**src/pkg/btbm_pkg.sv**
```systemverilog
// Purpose: Constants, types and helpers for the bit test and block move unit
// Assumes: 16-bit words, bit 0 is the most significant bit of a word
// Notes: Register map is reached over APB, one aligned 32-bit word each
package btbm_pkg;

  // ---------------------------------------------------------------
  // Register map (byte addresses)
  // ---------------------------------------------------------------
  localparam logic [7:0] ADDR_CMD = 8'h00;
  localparam logic [7:0] ADDR_TOS = 8'h04;
  localparam logic [7:0] ADDR_SEC = 8'h08;
  localparam logic [7:0] ADDR_THIRD = 8'h0c;
  localparam logic [7:0] ADDR_INDEX = 8'h10;
  localparam logic [7:0] ADDR_DB = 8'h14;
  localparam logic [7:0] ADDR_PB = 8'h18;
  localparam logic [7:0] ADDR_DL = 8'h1c;
  localparam logic [7:0] ADDR_STATUS = 8'h20;

  // ---------------------------------------------------------------
  // Command word fields
  // ---------------------------------------------------------------
  localparam int CMD_CODE_LSB = 0;
  localparam int CMD_GRP_LSB = 6;
  localparam int CMD_IDX_BIT = 8;
  localparam int CMD_PB_BIT = 9;
  localparam int CMD_B11_BIT = 10;
  localparam int CMD_PRIV_BIT = 11;
  localparam int CMD_STACK_DECREMENT_FIELD_LSB = 12;
  localparam int CMD_ARG_LSB = 16;

  localparam logic [1:0] GRP_SUB1 = 2'h0;
  localparam logic [1:0] GRP_SUB3 = 2'h1;
  localparam logic [1:0] GRP_MOVE = 2'h2;

  localparam logic [5:0] SUB1_SCAN = 6'h06;
  localparam logic [5:0] SUB1_TEST = 6'h1a;
  localparam logic [5:0] SUB1_TEST_RESET = 6'h1b;
  localparam logic [5:0] SUB1_TEST_SET = 6'h1c;
  localparam logic [5:0] SUB1_TEST_COMPL = 6'h1d;
  localparam logic [5:0] SUB3_MEM_TEST_SET = 6'h0c;
  localparam logic [5:0] MOVE_WORD = 6'h00;
  localparam logic [5:0] MOVE_BYTE = 6'h01;
  localparam logic [5:0] MOVE_BASE_LIMIT = 6'h02;

  // ---------------------------------------------------------------
  // Status word and condition code
  // ---------------------------------------------------------------
  localparam int ST_BUSY = 0;
  localparam int ST_DONE = 1;
  localparam int ST_INTR = 2;
  localparam int ST_FAULT = 3;
  localparam int ST_CC_LSB = 4;
  localparam int ST_POP_LSB = 6;

  localparam logic [1:0] CC_GREATER = 2'h0;
  localparam logic [1:0] CC_LESS = 2'h1;
  localparam logic [1:0] CC_EQUAL = 2'h2;
  localparam logic [1:0] CC_RST = CC_EQUAL;
  localparam logic [15:0] WORD_RST = 16'h0000;
  localparam logic [15:0] WORD_ONES = 16'hffff;

  typedef enum logic [2:0] {
    ST_IDLE = 3'b000,
    ST_RD_SRC = 3'b001,
    ST_RD_TGT = 3'b010,
    ST_WR_TGT = 3'b011,
    ST_TS_RD = 3'b100,
    ST_TS_LOCK = 3'b101,
    ST_TS_WR = 3'b110
  } btbm_state_t;

  // Pattern A on a signed word
  function automatic logic [1:0] cond_pattern_a(input logic [15:0] w);
    if (w == WORD_RST) begin
      return CC_EQUAL;
    end else if (w[15]) begin
      return CC_LESS;
    end
    return CC_GREATER;
  endfunction

  // Byte address from a word base and signed byte displacement
  function automatic logic [16:0] byte_addr(input logic [15:0] base, input logic [15:0] disp);
    return {base, 1'b0} + {disp[15], disp};
  endfunction

endpackage

```
**src/hw/btbm_bit_alu.sv**
```systemverilog
// Purpose: Combinational scan and single-bit test datapath
// Assumes: Bit 0 is the most significant bit of the word
// Notes: Pure logic, the caller registers every result
`timescale 1ns/1ps
`default_nettype none
module btbm_bit_alu
  import btbm_pkg::*;
(
  input wire logic [15:0] top_stack_word,
  input wire logic [15:0] index,
  input wire logic [5:0] arg,
  input wire logic indexed,
  input wire logic [5:0] code,
  output logic [15:0] scan_tos,
  output logic [15:0] scan_index,
  output logic bit_val,
  output logic [15:0] bit_word,
  output logic [3:0] bit_n
);

  logic [15:0] sum;
  logic [15:0] mask;
  logic [4:0] lead;
  logic [4:0] shift;

  // Bit number wraps modulo 16 by keeping four bits
  assign sum = {10'h000, arg} + (indexed ? index : WORD_RST);
  assign bit_n = sum[3:0];
  assign mask = 16'h8000 >> bit_n;
  assign bit_val = |(top_stack_word & mask);
  assign shift = lead + 5'h01;

  // Leading zero count from the left end; rising index so the top one wins
  always_comb begin
    lead = 5'h10;
    for (int i = 0; i < 16; i++) begin
      if (top_stack_word[i]) begin
        lead = 5'(15 - i);
      end
    end
  end

  // Scan result: shift past the first one, count into the index
  always_comb begin
    if (top_stack_word == WORD_RST) begin
      scan_tos = WORD_RST;
      scan_index = indexed ? index + 16'h0010 : 16'h0010;
    end else begin
      scan_tos = top_stack_word << shift;
      scan_index = (indexed ? index : WORD_ONES) + {11'h000, shift};
    end
  end

  // Word after the test step of each variant
  always_comb begin
    case (code)
      SUB1_TEST_RESET: bit_word = top_stack_word & ~mask;
      SUB1_TEST_SET: bit_word = top_stack_word | mask;
      SUB1_TEST_COMPL: bit_word = top_stack_word ^ mask;
      default: bit_word = top_stack_word;
    endcase
  end

endmodule
`default_nettype wire

```
**src/hw/btbm_unit.sv**
```systemverilog
// Purpose: Bit test and block move execution unit with APB registers
// Assumes: Memory slave on the same clock answers with a one-cycle ack
// Notes: Stack words live in registers, so split stacks need no care
//
// The implementer's own choices: the APB slave port and the address map.
`timescale 1ns/1ps
`default_nettype none
module btbm_unit
  import btbm_pkg::*;
(
  input wire logic pclk,
  input wire logic presetn,
  input wire logic psel,
  input wire logic penable,
  input wire logic pwrite,
  input wire logic [7:0] paddr,
  input wire logic [31:0] pwdata,
  output logic [31:0] prdata,
  output logic pready,
  output logic pslverr,
  input wire logic int_req,
  output logic mem_req,
  output logic mem_we,
  output logic [15:0] mem_addr,
  output logic [15:0] mem_wdata,
  input wire logic [15:0] mem_rdata,
  input wire logic mem_ack
);

  // ---------------------------------------------------------------
  // State
  // ---------------------------------------------------------------
  btbm_state_t state_reg, state_next;
  logic [31:0] cmd_reg;
  logic [15:0] tos_reg, sec_reg, third_reg, index_reg;
  logic [15:0] db_reg, pb_reg, dl_reg, src_reg, tgt_reg;
  logic busy_reg, done_reg, intr_reg, fault_reg;
  logic [1:0] cc_reg, pop_reg;
  logic [31:0] prdata_reg;
  logic pready_reg, pslverr_reg;
  logic mem_req_reg, mem_we_reg;
  logic [15:0] mem_addr_reg, mem_wdata_reg;

  // ---------------------------------------------------------------
  // APB decode
  // ---------------------------------------------------------------
  wire apb_setup = psel & ~penable;
  wire apb_wr = psel & penable & pready_reg & pwrite;
  wire hit_cmd = paddr == ADDR_CMD;
  wire hit_tos = paddr == ADDR_TOS;
  wire hit_sec = paddr == ADDR_SEC;
  wire hit_third = paddr == ADDR_THIRD;
  wire hit_index = paddr == ADDR_INDEX;
  wire hit_db = paddr == ADDR_DB;
  wire hit_pb = paddr == ADDR_PB;
  wire hit_dl = paddr == ADDR_DL;
  wire hit_status = paddr == ADDR_STATUS;
  wire mapped = hit_cmd | hit_tos | hit_sec | hit_third | hit_index | hit_db | hit_pb
    | hit_dl | hit_status;
  // Operand writes are dropped while a move runs, the engine owns them
  wire wr_ok = apb_wr & ~busy_reg;
  wire start = wr_ok & hit_cmd;
  wire [15:0] wd = pwdata[15:0];
  wire [31:0] status_word = {24'h000000, pop_reg, cc_reg, fault_reg, intr_reg, done_reg,
    busy_reg};

  logic [31:0] rd_mux;
  always_comb begin
    if (hit_cmd) begin
      rd_mux = cmd_reg;
    end else if (hit_tos) begin
      rd_mux = {16'h0000, tos_reg};
    end else if (hit_sec) begin
      rd_mux = {16'h0000, sec_reg};
    end else if (hit_third) begin
      rd_mux = {16'h0000, third_reg};
    end else if (hit_index) begin
      rd_mux = {16'h0000, index_reg};
    end else if (hit_db) begin
      rd_mux = {16'h0000, db_reg};
    end else if (hit_pb) begin
      rd_mux = {16'h0000, pb_reg};
    end else if (hit_dl) begin
      rd_mux = {16'h0000, dl_reg};
    end else if (hit_status) begin
      rd_mux = status_word;
    end else begin
      rd_mux = 32'h00000000;
    end
  end

  // ---------------------------------------------------------------
  // Command fields, taken from the new word at start, except from_pb, stack_decrement_field and run_code, read from cmd_reg
  // ---------------------------------------------------------------
  wire [31:0] cmd_src = start ? pwdata : cmd_reg;
  wire [5:0] code = cmd_src[CMD_CODE_LSB +: 6];
  wire [1:0] grp = cmd_src[CMD_GRP_LSB +: 2];
  wire indexed = cmd_src[CMD_IDX_BIT];
  wire from_pb = cmd_reg[CMD_PB_BIT];
  wire bit11 = cmd_src[CMD_B11_BIT];
  wire priv = cmd_src[CMD_PRIV_BIT];
  wire [1:0] stack_decrement_field = cmd_reg[CMD_STACK_DECREMENT_FIELD_LSB +: 2];
  wire [7:0] disp8 = cmd_src[CMD_ARG_LSB +: 8];
  wire [5:0] arg6 = cmd_src[CMD_ARG_LSB +: 6];
  wire [5:0] run_code = cmd_reg[CMD_CODE_LSB +: 6];

  // Start classification
  wire is_sub1 = grp == GRP_SUB1;
  wire is_scan = is_sub1 & (code == SUB1_SCAN);
  wire is_bit = is_sub1 & (code >= SUB1_TEST) & (code <= SUB1_TEST_COMPL);
  wire is_memory_test_and_set = (grp == GRP_SUB3) & (code == SUB3_MEM_TEST_SET);
  wire is_mw = (grp == GRP_MOVE) & (code == MOVE_WORD);
  wire is_mb = (grp == GRP_MOVE) & (code == MOVE_BYTE);
  wire is_bl = (grp == GRP_MOVE) & (code == MOVE_BASE_LIMIT) & ~bit11;
  wire bl_ok = is_bl & priv;
  wire is_move = is_mw | is_mb | bl_ok;
  wire bad_cmd = ~(is_scan | is_bit | is_memory_test_and_set | is_move);
  wire byte_run = run_code == MOVE_BYTE;
  wire bl_run = run_code == MOVE_BASE_LIMIT;

  // ---------------------------------------------------------------
  // Bit datapath
  // ---------------------------------------------------------------
  logic [15:0] scan_tos, scan_index, bit_word;
  logic bit_val;
  logic [3:0] bit_n;

  btbm_bit_alu u_alu (
    .top_stack_word(tos_reg),
    .index(index_reg),
    .arg(arg6),
    .indexed(indexed),
    .code(code),
    .scan_tos(scan_tos),
    .scan_index(scan_index),
    .bit_val(bit_val),
    .bit_word(bit_word),
    .bit_n(bit_n)
  );

  // ---------------------------------------------------------------
  // Move addressing
  // ---------------------------------------------------------------
  // Source base: data base or program base, or data base for the limit move
  wire [15:0] src_base = (from_pb & ~bl_run) ? pb_reg : db_reg;
  wire [15:0] tgt_base = bl_run ? dl_reg : db_reg;
  wire [16:0] src_ba = byte_addr(src_base, sec_reg);
  wire [16:0] tgt_ba = byte_addr(tgt_base, third_reg);
  wire [15:0] src_addr = byte_run ? src_ba[16:1] : src_base + sec_reg;
  wire [15:0] tgt_addr = byte_run ? tgt_ba[16:1] : tgt_base + third_reg;
  wire [7:0] src_byte = src_ba[0] ? src_reg[7:0] : src_reg[15:8];
  wire [15:0] merged = tgt_ba[0] ? {tgt_reg[15:8], src_byte} : {src_byte, tgt_reg[7:0]};
  wire [15:0] ts_addr = db_reg + {8'h00, disp8[7:0]};

  // Count moves one step toward zero, displacements follow its sign
  wire cnt_pos = ~tos_reg[15];
  wire [15:0] cnt_step = cnt_pos ? tos_reg - 16'h0001 : tos_reg + 16'h0001;
  wire [15:0] sec_step = cnt_pos ? sec_reg + 16'h0001 : sec_reg - 16'h0001;
  wire [15:0] third_step = cnt_pos ? third_reg + 16'h0001 : third_reg - 16'h0001;

  // ---------------------------------------------------------------
  // Engine control
  // ---------------------------------------------------------------
  wire mem_state = state_reg != ST_IDLE;
  wire acked = mem_req_reg & mem_ack;
  wire xfer_end = acked & (state_reg == ST_WR_TGT);
  wire move_last = xfer_end & (cnt_step == WORD_RST);
  // Pause between transfers; operands already hold the resume point
  wire move_pause = xfer_end & ~move_last & int_req;
  wire ts_end = acked & (state_reg == ST_TS_WR);
  // A zero count finishes at the command write, nothing is transferred
  wire start_move = start & is_move & (tos_reg != WORD_RST);

  // Request fields for the current state
  wire [15:0] req_addr = (state_reg == ST_RD_SRC) ? src_addr
    : (state_reg == ST_RD_TGT || state_reg == ST_WR_TGT) ? tgt_addr : ts_addr;
  wire req_we = (state_reg == ST_WR_TGT) | (state_reg == ST_TS_LOCK)
    | (state_reg == ST_TS_WR);
  // Ones lock the semaphore cell so another processor sees it taken
  wire [15:0] req_wdata = (state_reg == ST_TS_LOCK) ? WORD_ONES
    : (state_reg == ST_TS_WR) ? (tos_reg | tgt_reg)
    : byte_run ? merged : src_reg;

  always_comb begin
    state_next = state_reg;
    case (state_reg)
      ST_IDLE: begin
        if (start_move) begin
          state_next = ST_RD_SRC;
        end else if (start & is_memory_test_and_set) begin
          state_next = ST_TS_RD;
        end
      end
      ST_RD_SRC: if (acked) state_next = byte_run ? ST_RD_TGT : ST_WR_TGT;
      ST_RD_TGT: if (acked) state_next = ST_WR_TGT;
      ST_WR_TGT: if (acked) state_next = (move_last | move_pause) ? ST_IDLE : ST_RD_SRC;
      ST_TS_RD: if (acked) state_next = ST_TS_LOCK;
      ST_TS_LOCK: if (acked) state_next = ST_TS_WR;
      ST_TS_WR: if (acked) state_next = ST_IDLE;
      default: state_next = ST_IDLE;
    endcase
  end

  always_ff @(posedge pclk or negedge presetn) begin
    if (!presetn) begin
      state_reg <= ST_IDLE;
    end else begin
      state_reg <= state_next;
    end
  end

  // APB answer: one wait-free access cycle after setup
  always_ff @(posedge pclk or negedge presetn) begin
    if (!presetn) begin
      pready_reg <= 1'b0;
      pslverr_reg <= 1'b0;
      prdata_reg <= 32'h00000000;
    end else begin
      pready_reg <= apb_setup;
      pslverr_reg <= apb_setup & ~mapped;
      prdata_reg <= (apb_setup & ~pwrite) ? rd_mux : 32'h00000000;
    end
  end

  // Memory request: issued one cycle after entry, held until ack
  always_ff @(posedge pclk or negedge presetn) begin
    if (!presetn) begin
      mem_req_reg <= 1'b0;
      mem_we_reg <= 1'b0;
      mem_addr_reg <= WORD_RST;
      mem_wdata_reg <= WORD_RST;
    end else if (acked) begin
      mem_req_reg <= 1'b0;
    end else if (mem_state & ~mem_req_reg) begin
      mem_req_reg <= 1'b1;
      mem_we_reg <= req_we;
      mem_addr_reg <= req_addr;
      mem_wdata_reg <= req_wdata;
    end
  end

  // Read data capture
  always_ff @(posedge pclk or negedge presetn) begin
    if (!presetn) begin
      src_reg <= WORD_RST;
      tgt_reg <= WORD_RST;
    end else if (acked & (state_reg == ST_RD_SRC)) begin
      src_reg <= mem_rdata;
    end else if (acked & (state_reg == ST_RD_TGT || state_reg == ST_TS_RD)) begin
      tgt_reg <= mem_rdata;
    end
  end

  // Command, base pointers and status flags
  always_ff @(posedge pclk or negedge presetn) begin
    if (!presetn) begin
      cmd_reg <= 32'h00000000;
      db_reg <= WORD_RST;
      pb_reg <= WORD_RST;
      dl_reg <= WORD_RST;
      busy_reg <= 1'b0;
      done_reg <= 1'b0;
      intr_reg <= 1'b0;
      fault_reg <= 1'b0;
      pop_reg <= 2'h0;
    end else begin
      if (start) cmd_reg <= pwdata;
      if (wr_ok & hit_db) db_reg <= wd;
      if (wr_ok & hit_pb) pb_reg <= wd;
      if (wr_ok & hit_dl) dl_reg <= wd;
      if (start) begin
        busy_reg <= start_move | (is_memory_test_and_set & ~bad_cmd);
        done_reg <= ~(start_move | is_memory_test_and_set) & ~bad_cmd;
        intr_reg <= 1'b0;
        fault_reg <= bad_cmd;
        pop_reg <= (is_move & ~start_move) ? pwdata[CMD_STACK_DECREMENT_FIELD_LSB +: 2] : 2'h0;
      end else if (move_last) begin
        busy_reg <= 1'b0;
        done_reg <= 1'b1;
        pop_reg <= stack_decrement_field;
      end else if (move_pause) begin
        busy_reg <= 1'b0;
        intr_reg <= 1'b1;
      end else if (ts_end) begin
        busy_reg <= 1'b0;
        done_reg <= 1'b1;
      end
    end
  end

  // Stack words and index: software loads, the engine updates
  always_ff @(posedge pclk or negedge presetn) begin
    if (!presetn) begin
      tos_reg <= WORD_RST;
      sec_reg <= WORD_RST;
      third_reg <= WORD_RST;
      index_reg <= WORD_RST;
      cc_reg <= CC_RST;
    end else if (start & is_scan) begin
      tos_reg <= scan_tos;
      index_reg <= scan_index;
      cc_reg <= cond_pattern_a(scan_tos);
    end else if (start & is_bit) begin
      tos_reg <= bit_word;
      cc_reg <= bit_val ? CC_GREATER : CC_EQUAL;
    end else if (xfer_end) begin
      tos_reg <= cnt_step;
      sec_reg <= sec_step;
      third_reg <= third_step;
    end else if (ts_end) begin
      tos_reg <= tos_reg & tgt_reg;
      cc_reg <= cond_pattern_a(tos_reg & tgt_reg);
    end else if (wr_ok) begin
      if (hit_tos) tos_reg <= wd;
      if (hit_sec) sec_reg <= wd;
      if (hit_third) third_reg <= wd;
      if (hit_index) index_reg <= wd;
    end
  end

  assign prdata = prdata_reg;
  assign pready = pready_reg;
  assign pslverr = pslverr_reg;
  assign mem_req = mem_req_reg;
  assign mem_we = mem_we_reg;
  assign mem_addr = mem_addr_reg;
  assign mem_wdata = mem_wdata_reg;
endmodule
`default_nettype wire

```
**config.mk**
```make
export PLATFORM = sky130hd
export DESIGN_NAME = btbm_unit
export DESIGN_NICKNAME = d
export VERILOG_FILES = /design/src/pkg/btbm_pkg.sv /design/src/hw/btbm_bit_alu.sv /design/src/hw/btbm_unit.sv
export SDC_FILE = /design/constraint.sdc
export NUM_CORES = 1
export LEC_CHECK = 0
export ABC_AREA = 0
export BUFFER_PORTS_ARGS = -buffer_cell sky130_fd_sc_hd__buf_4
export CORE_UTILIZATION = 40
export CTS_CLUSTER_SIZE = 10
export DETAILED_ROUTE_END_ITERATION = 10
export GPL_ROUTABILITY_DRIVEN = 0
export SLEW_MARGIN = 20
export SYNTH_ARGS = -nofsm -noshare
export SYNTH_HDL_FRONTEND = slang
export SYNTH_SLANG_ARGS = --single-unit
```
**constraint.sdc**
```tcl
create_clock -name pclk -period 4.7 [get_ports pclk]
set_input_delay 0.47 -clock pclk [delete_from_list [all_inputs] [get_ports pclk]]
set_output_delay 0.47 -clock pclk [all_outputs]
set_load 0.03 [all_outputs]
```
# == Word level (Yosys, flattened, before mapping) ==
# Cells that the tools add are included.
# W data, S select, Z words.
# totals
ff_bits,255
in_bits,63
out_inout_bits,68
wordCells,312
# op_classes
n_addsub,15
n_eq_ne,40
bitwise,78
magnitude_cmp,2
shifts,2
reduce_logical,36
muxes,114
# op_table
cell,count
$mux W16,42
$mux W32,4
$mux W5,16
$logic_not A16 Y1,4
$add A16 B1 Y16 const B,3
$and A16 B16 Y16,3
$pmux W16 S3,1
$sub A16 B1 Y16 const B,3
$and A1 B1 Y1,38
$add A17 B17 Y17,2
$add A16 B16 Y16,2
$eq A8 B5 Y1 const B,4
$or A16 B16 Y16,2
$mux W2,14
$mux W1,24
$mux W24,1
$mux W3,8
$pmux W3 S7,1
$eq A6 B5 Y1 const B,3
$ne A2 B2 Y1 const B,9
$or A1 B1 Y1,18
$add A16 B5 Y16,1
$add A16 B5 Y16 const B,1
$add A16 B8 Y16,1
42 further kinds,82

# == Longest topological paths before layout ==
# logic_depth
depth_word,24
depth_mapped,25
depth_no_buf,21

# == Modules after synthesis ==
# From an unflattened synthesis, not the netlist that was laid out.
# hier_totals
cells_unflattened,2433
hier_area_um2,20283.2
# modules_own_cells
mod,cells_per_inst,seq_area_each_um2,n_inst,area_per_inst_um2
btbm_unit,1939,6382.4,1,16942.5
btbm_bit_alu,494,0.0,1,3340.7

# == Worst setup path after synthesis ==
# OpenSTA, ideal clock, no wires.
# synth_path
path_type,reg-to-reg
start,reg tos_reg[15]
end,reg pop_reg[0]
period_less_slack_ns,4.939
arrival_time_ns,4.821
path_buffers,1
setup_slack_ns,-0.239
stages_incl_launch_ff,13
setup_ns,0.118
path_cell_list,dfrtp_1 -> clkbuf_1 -> clkinv_1 -> fa_1 -> a211o_1 -> a2111oi_0 -> o31ai_1 -> a2111oi_0 -> o21ai_0 -> a2111oi_0 -> nand4_1 -> mux2i_1 -> a21o_1
# synth_via
elab_chain_cells,6
# synth_lines
element,line,text
from (decl),btbm_unit.sv:35,"logic [15:0] tos_reg, sec_reg, third_reg, index_reg;"
from (signal assigned),btbm_unit.sv:300,tos_reg <= scan_tos;
from (signal assigned),btbm_unit.sv:304,tos_reg <= bit_word;
from (signal assigned),btbm_unit.sv:307,tos_reg <= cnt_step;
branches (longest 6 deep; another with $sub A16 B1 Y16),-,
to (signal assigned),btbm_unit.sv:276,pop_reg <= (is_move & ~start_move) ? pwdata[CMD_STACK_DECREMENT_FIELD_LSB +: 2] : 2'h0;
to (signal assigned),btbm_unit.sv:280,pop_reg <= stack_decrement_field;
to (decl),btbm_unit.sv:38,"logic [1:0] cc_reg, pop_reg;"
# Parallel ways; which one is timed is not known.
# A chain may end at the register's enable or synchronous reset.

# == Worst setup path after layout ==
# layout_path
start,reg cmd_reg[5]
end,reg mem_addr_reg[14] (netlist: mem_addr[14])
# layout_via
elab_chain_cells,7
# layout_lines
element,line,text
from (decl),btbm_unit.sv:34,logic [31:0] cmd_reg;
from (signal assigned),btbm_unit.sv:267,if (start) cmd_reg <= pwdata;
$eq A6 B2 Y1,btbm_unit.sv:119,wire bl_run = run_code == MOVE_BASE_LIMIT;
$not A1 Y1,btbm_unit.sv:145,wire [15:0] src_base = (from_pb & ~bl_run) ? pb_reg : db_reg;
$and A1 B1 Y1,btbm_unit.sv:145,
$mux W16,btbm_unit.sv:145,
$add A17 B17 Y17 or $add A16 B16 Y16 (tied branches),"btbm_pkg.sv:84, btbm_unit.sv:149",
$mux W16,btbm_unit.sv:149,wire [15:0] src_addr = byte_run ? src_ba[16:1] : src_base + sec_reg;
$mux W16 *,btbm_unit.sv:175,wire [15:0] req_addr = (state_reg == ST_RD_SRC) ? src_addr
to (signal assigned),btbm_unit.sv:237,mem_addr_reg <= req_addr;
to (decl),btbm_unit.sv:42,"logic [15:0] mem_addr_reg, mem_wdata_reg;"
# Mark *: on every way between the ends. The rest lies on a longest branch, timed or not.

==> impl_metrics.csv <==
group,metric,value,unit
floorplanning,die_w,231.8,microns
min_path,whs_path_depth,3,
cells_and_area,drive_gt1_frac,0.1699,
critical_path,worstPathMaxFanout,26,
synthesis,synth_ff_type,"dfrtp_1",
pwr,p_sw,0.001303,W
clock_tree,cts_root_buf,"clkbuf_16",
global_route,grt_max_degree,100,
timing,worstMarginPinSlew,1.007,ns
run_status,outcome,"completed",
detailed_routing,firstDrtPassIters,11,
cells_and_area,multi_input_area,13780,sq um
place,dp_cells,3274,
critical_path,startpoint_type,"register",
floorplanning,ios,131,
critical_path,r2r_setup_slack,0.24,ns
detailed_routing,routed_wl,81210,microns
synthesis,syn_inst,2543,
clock_tree,path_clk_slew,0.06,ns
place,dp_hpwl,59800,microns
clock_tree,clockBufferDepth,3,
detailed_routing,postRouteAntennaNets,0,
synthesis,syn_area,21110,sq um
synthesis,synth_cell_type_count,107,
pwr,leakagePower,11.34,nW
clock_tree,h-tree-depth,2,
detailed_routing,viasPerCell,6.373,
floorplanning,start_util,0.4083,
synthesis,synth-seq-cells,255,
detailed_routing,num_vias,21221,
synthesis,synth_nets,2755,
critical_path,r2r-end,"mem_addr[14]",
timing,setup_tns,0,ns
critical_path,cp.required,5.10,ns
pwr,p_seq_frac,0.435,
floorplanning,die_h,231.8,microns
clock_tree,cts_sinks,255,
global_route,track_usage,0.2989,
pwr,vdd_ir_drop_max,0.2203,mV
pwr,comb_power_share,0.079,
timing,fin_crit_sh,0.9490,
cells_and_area,regArea,6384,sq um
timing,relSlewSlack,0.3287,
pwr,power_density,212.4,nW/um^2
synthesis,synth_edf_count,0,
cells_and_area,fillers,5047,
critical_path,worstPathArrival,4.86,ns
synthesis,synth_area_per_cell,8.303,sq um
critical_path,rr_worst_depth,16,
floorplanning,coreArea,51720,sq um
timing,slew_viol_final,0,
synthesis,synthArstFlopShare,1.000,
synthesis,ys_warn_count,0,
global_route,gr-total-overflow,0,
global_route,grt_pass1_wl,122800,microns
synthesis,seq_area_frac_synth,0.3023,
timing,fmax,224.2,MHz
clock_tree,tritoncts,"yes",
detailed_routing,dr.first_iter.drc_count,2467,
min_path,min_to,"cmd_reg[25]",
global_route,antenna_found_initial,4,
timing,grt_setup_unrepaired,"false",
place,numPortBuffers,130,
pwr,switching_share,0.2555,
min_path,hp-class,"input port to register",
detailed_routing,drc,0,
timing,fin_skew,0.02111,ns
timing,finalCriticalPeriod,4.461,ns
critical_path,cp-end-kind,"register",
global_route,grt_pass1_vias,20113,
cells_and_area,layout.cells.non_filler,3330,
cells_and_area,final_core_util,0.4642,
clock_tree,clock_latency,0.55,ns
floorplanning,rows,83,
min_path,min-delay-start,"pwdata[25]",
timing,finalSetupViolations,0,
clock_tree,cts_inserted_buffers,34,
cells_and_area,syn_to_final_growth,13.70,%
critical_path,rr_startpoint,"cmd_reg[5]",
critical_path,critical_path_class,"register to register",
floorplanning,die_area,53710,sq um
pwr,clock_power_share,0.486,
detailed_routing,drt-wirelength-per-cell,24.39,microns
job,maxCapViolCount,0,
pwr,internal_power,0.003795,W
cells_and_area,num-nets-final,2844,
timing,hold_violations,0,
==> power groups by stage <==
stage / clock network, W / logic [W] / registers [W]
6_report: 0.00248 / 0.000402 / 0.00222
5_1_grt: 0.00261 / 0.000429 / 0.00222
4_1_cts: 0.00253 / 0.000393 / 0.00222
3_5_place_dp: 0 / 0.000391 / 0.00225
3_3_place_gp: 0 / 0.000386 / 0.00225
2_1_floorplan: 0 / 0.000184 / 0.00225
==> per-stage QoR <==
step | setup WS [ns] | hold WS, ns | cell area (sq um) | total power [W]
after floorplan | 0.04192 | 0.1744 | 21120 | 0.002436
after global placement | 0.2063 | 0.4481 | 22960 | 0.002640
after detailed placement | 0.1203 | 0.4611 | 22960 | 0.002645
after CTS | 0.3178 | 0.1058 | 23990 | 0.005136
after global routing | 0.04999 | 0.1324 | 24000 | 0.005257
final | 0.2395 | 0.1254 | 24010 | 0.005098
==> cells in the mapped netlist, drive strengths merged, types with 49 or more instances <==
| cell type | n | area [sq um] |
|---|---|---|
| a21oi | 182 | 922.1 |
| clkbuf | 120 | 451.7 |
| nand2 | 378 | 1426 |
| nand3 | 54 | 290.3 |
| o21ai | 146 | 734.5 |
| inv | 83 | 311.5 |
| ha | 141 | 1764 |
| xnor2 | 49 | 429.2 |
| mux2 | 128 | 1445 |
| nor2 | 181 | 679.4 |
| nor3 | 94 | 485.5 |
| dfrtp | 254 | 6356 |
==> worst max-delay path by stage <==
| stage | start | end | slack [ns] | depth (start not counted) |
|---|---|---|---|---|
| floorplan | tos_reg[15] | pop_reg[0] | 0.04 | 12 |
| CTS | tos_reg[0] | pop_reg[1] | 0.32 | 11 |
| detailed placement | paddr[1] | tos_reg[7] | 0.12 | 21 |
| global placement | paddr[1] | tos_reg[6] | 0.21 | 21 |
| finish | cmd_reg[5] | mem_addr[14] | 0.24 | 16 |
| global route | cmd_reg[5] | mem_addr[14] | 0.05 | 16 |
==> repair_timing <==
item	4_1_cts	5_1_grt
resized for setup	0	0
setup endpoints to repair	0	2
hold buffers	1	0
buffers inserted	0	1
hold endpoints to repair	62	0
==> cell type report <==
cell class                      count  area share
Multi-Input combinational cell   2042      0.5740
Sequential cell                   255      0.2659
Timing Repair Buffer              215     0.06869
Clock buffer                       47     0.04128
Tap cell                          680     0.03544
Inverter                           84     0.01313
Clock inverter                      5    0.001355
Antenna cell                        2   0.0002085
==> cells in the final DEF, fill, tap and decap left out, drive strengths merged, types with 21 or more instances in the layout <==
master / n
buf: 214
nand4: 22
nor2: 181
a22oi: 34
and2: 39
a211oi: 41
a221oi: 24
o211ai: 31
xnor2: 49
mux2i: 23
a21oi: 182
a31oi: 38
clkbuf: 47
nor2b: 23
o21ai: 146
mux2: 128
nand2: 378
and3: 33
xor2: 27
nor4: 35
nand3: 54
ha: 141
nand2b: 21
nor3: 94
inv: 85
dfrtp: 254
a21o: 34
==> critical path, cell delays in order (launching register included) <==
cell and delay [ns]:
dfrtp_1 0.42, nor4_1 0.52, and3b_1 0.44, buf_4 0.33, nand2_1 0.08, nand2_1 0.08
ha_1 0.27, nor2b_1 0.15, o21a_1 0.20, o21ai_0 0.36, a21oi_1 0.16, a41o_1 0.29
o41ai_1 0.29, buf_4 0.19, mux2i_1 0.07, o21ai_0 0.30, nand3_1 0.15
==> logic make-up after synthesis <==
logic type,after synthesis,share of synthesized area
buf+inv,246,0.04687
compound gates,723,0.2326
flops,255,0.3023
fa+ha+maj,150,0.09161
mux,158,0.08681
xor+xnor,76,0.03153
simple gates,935,0.2083
==> layer usage <==
layer	up-vias	track usage	routed length [microns]
li1	9492	-	-
met5	-	0	16
met2	1218	0.4395	34550
met4	2	0.1410	3924
met1	10279	0.4124	34250
met3	230	0.06803	8469
Note: power is estimated with default switching activity, not from simulation.
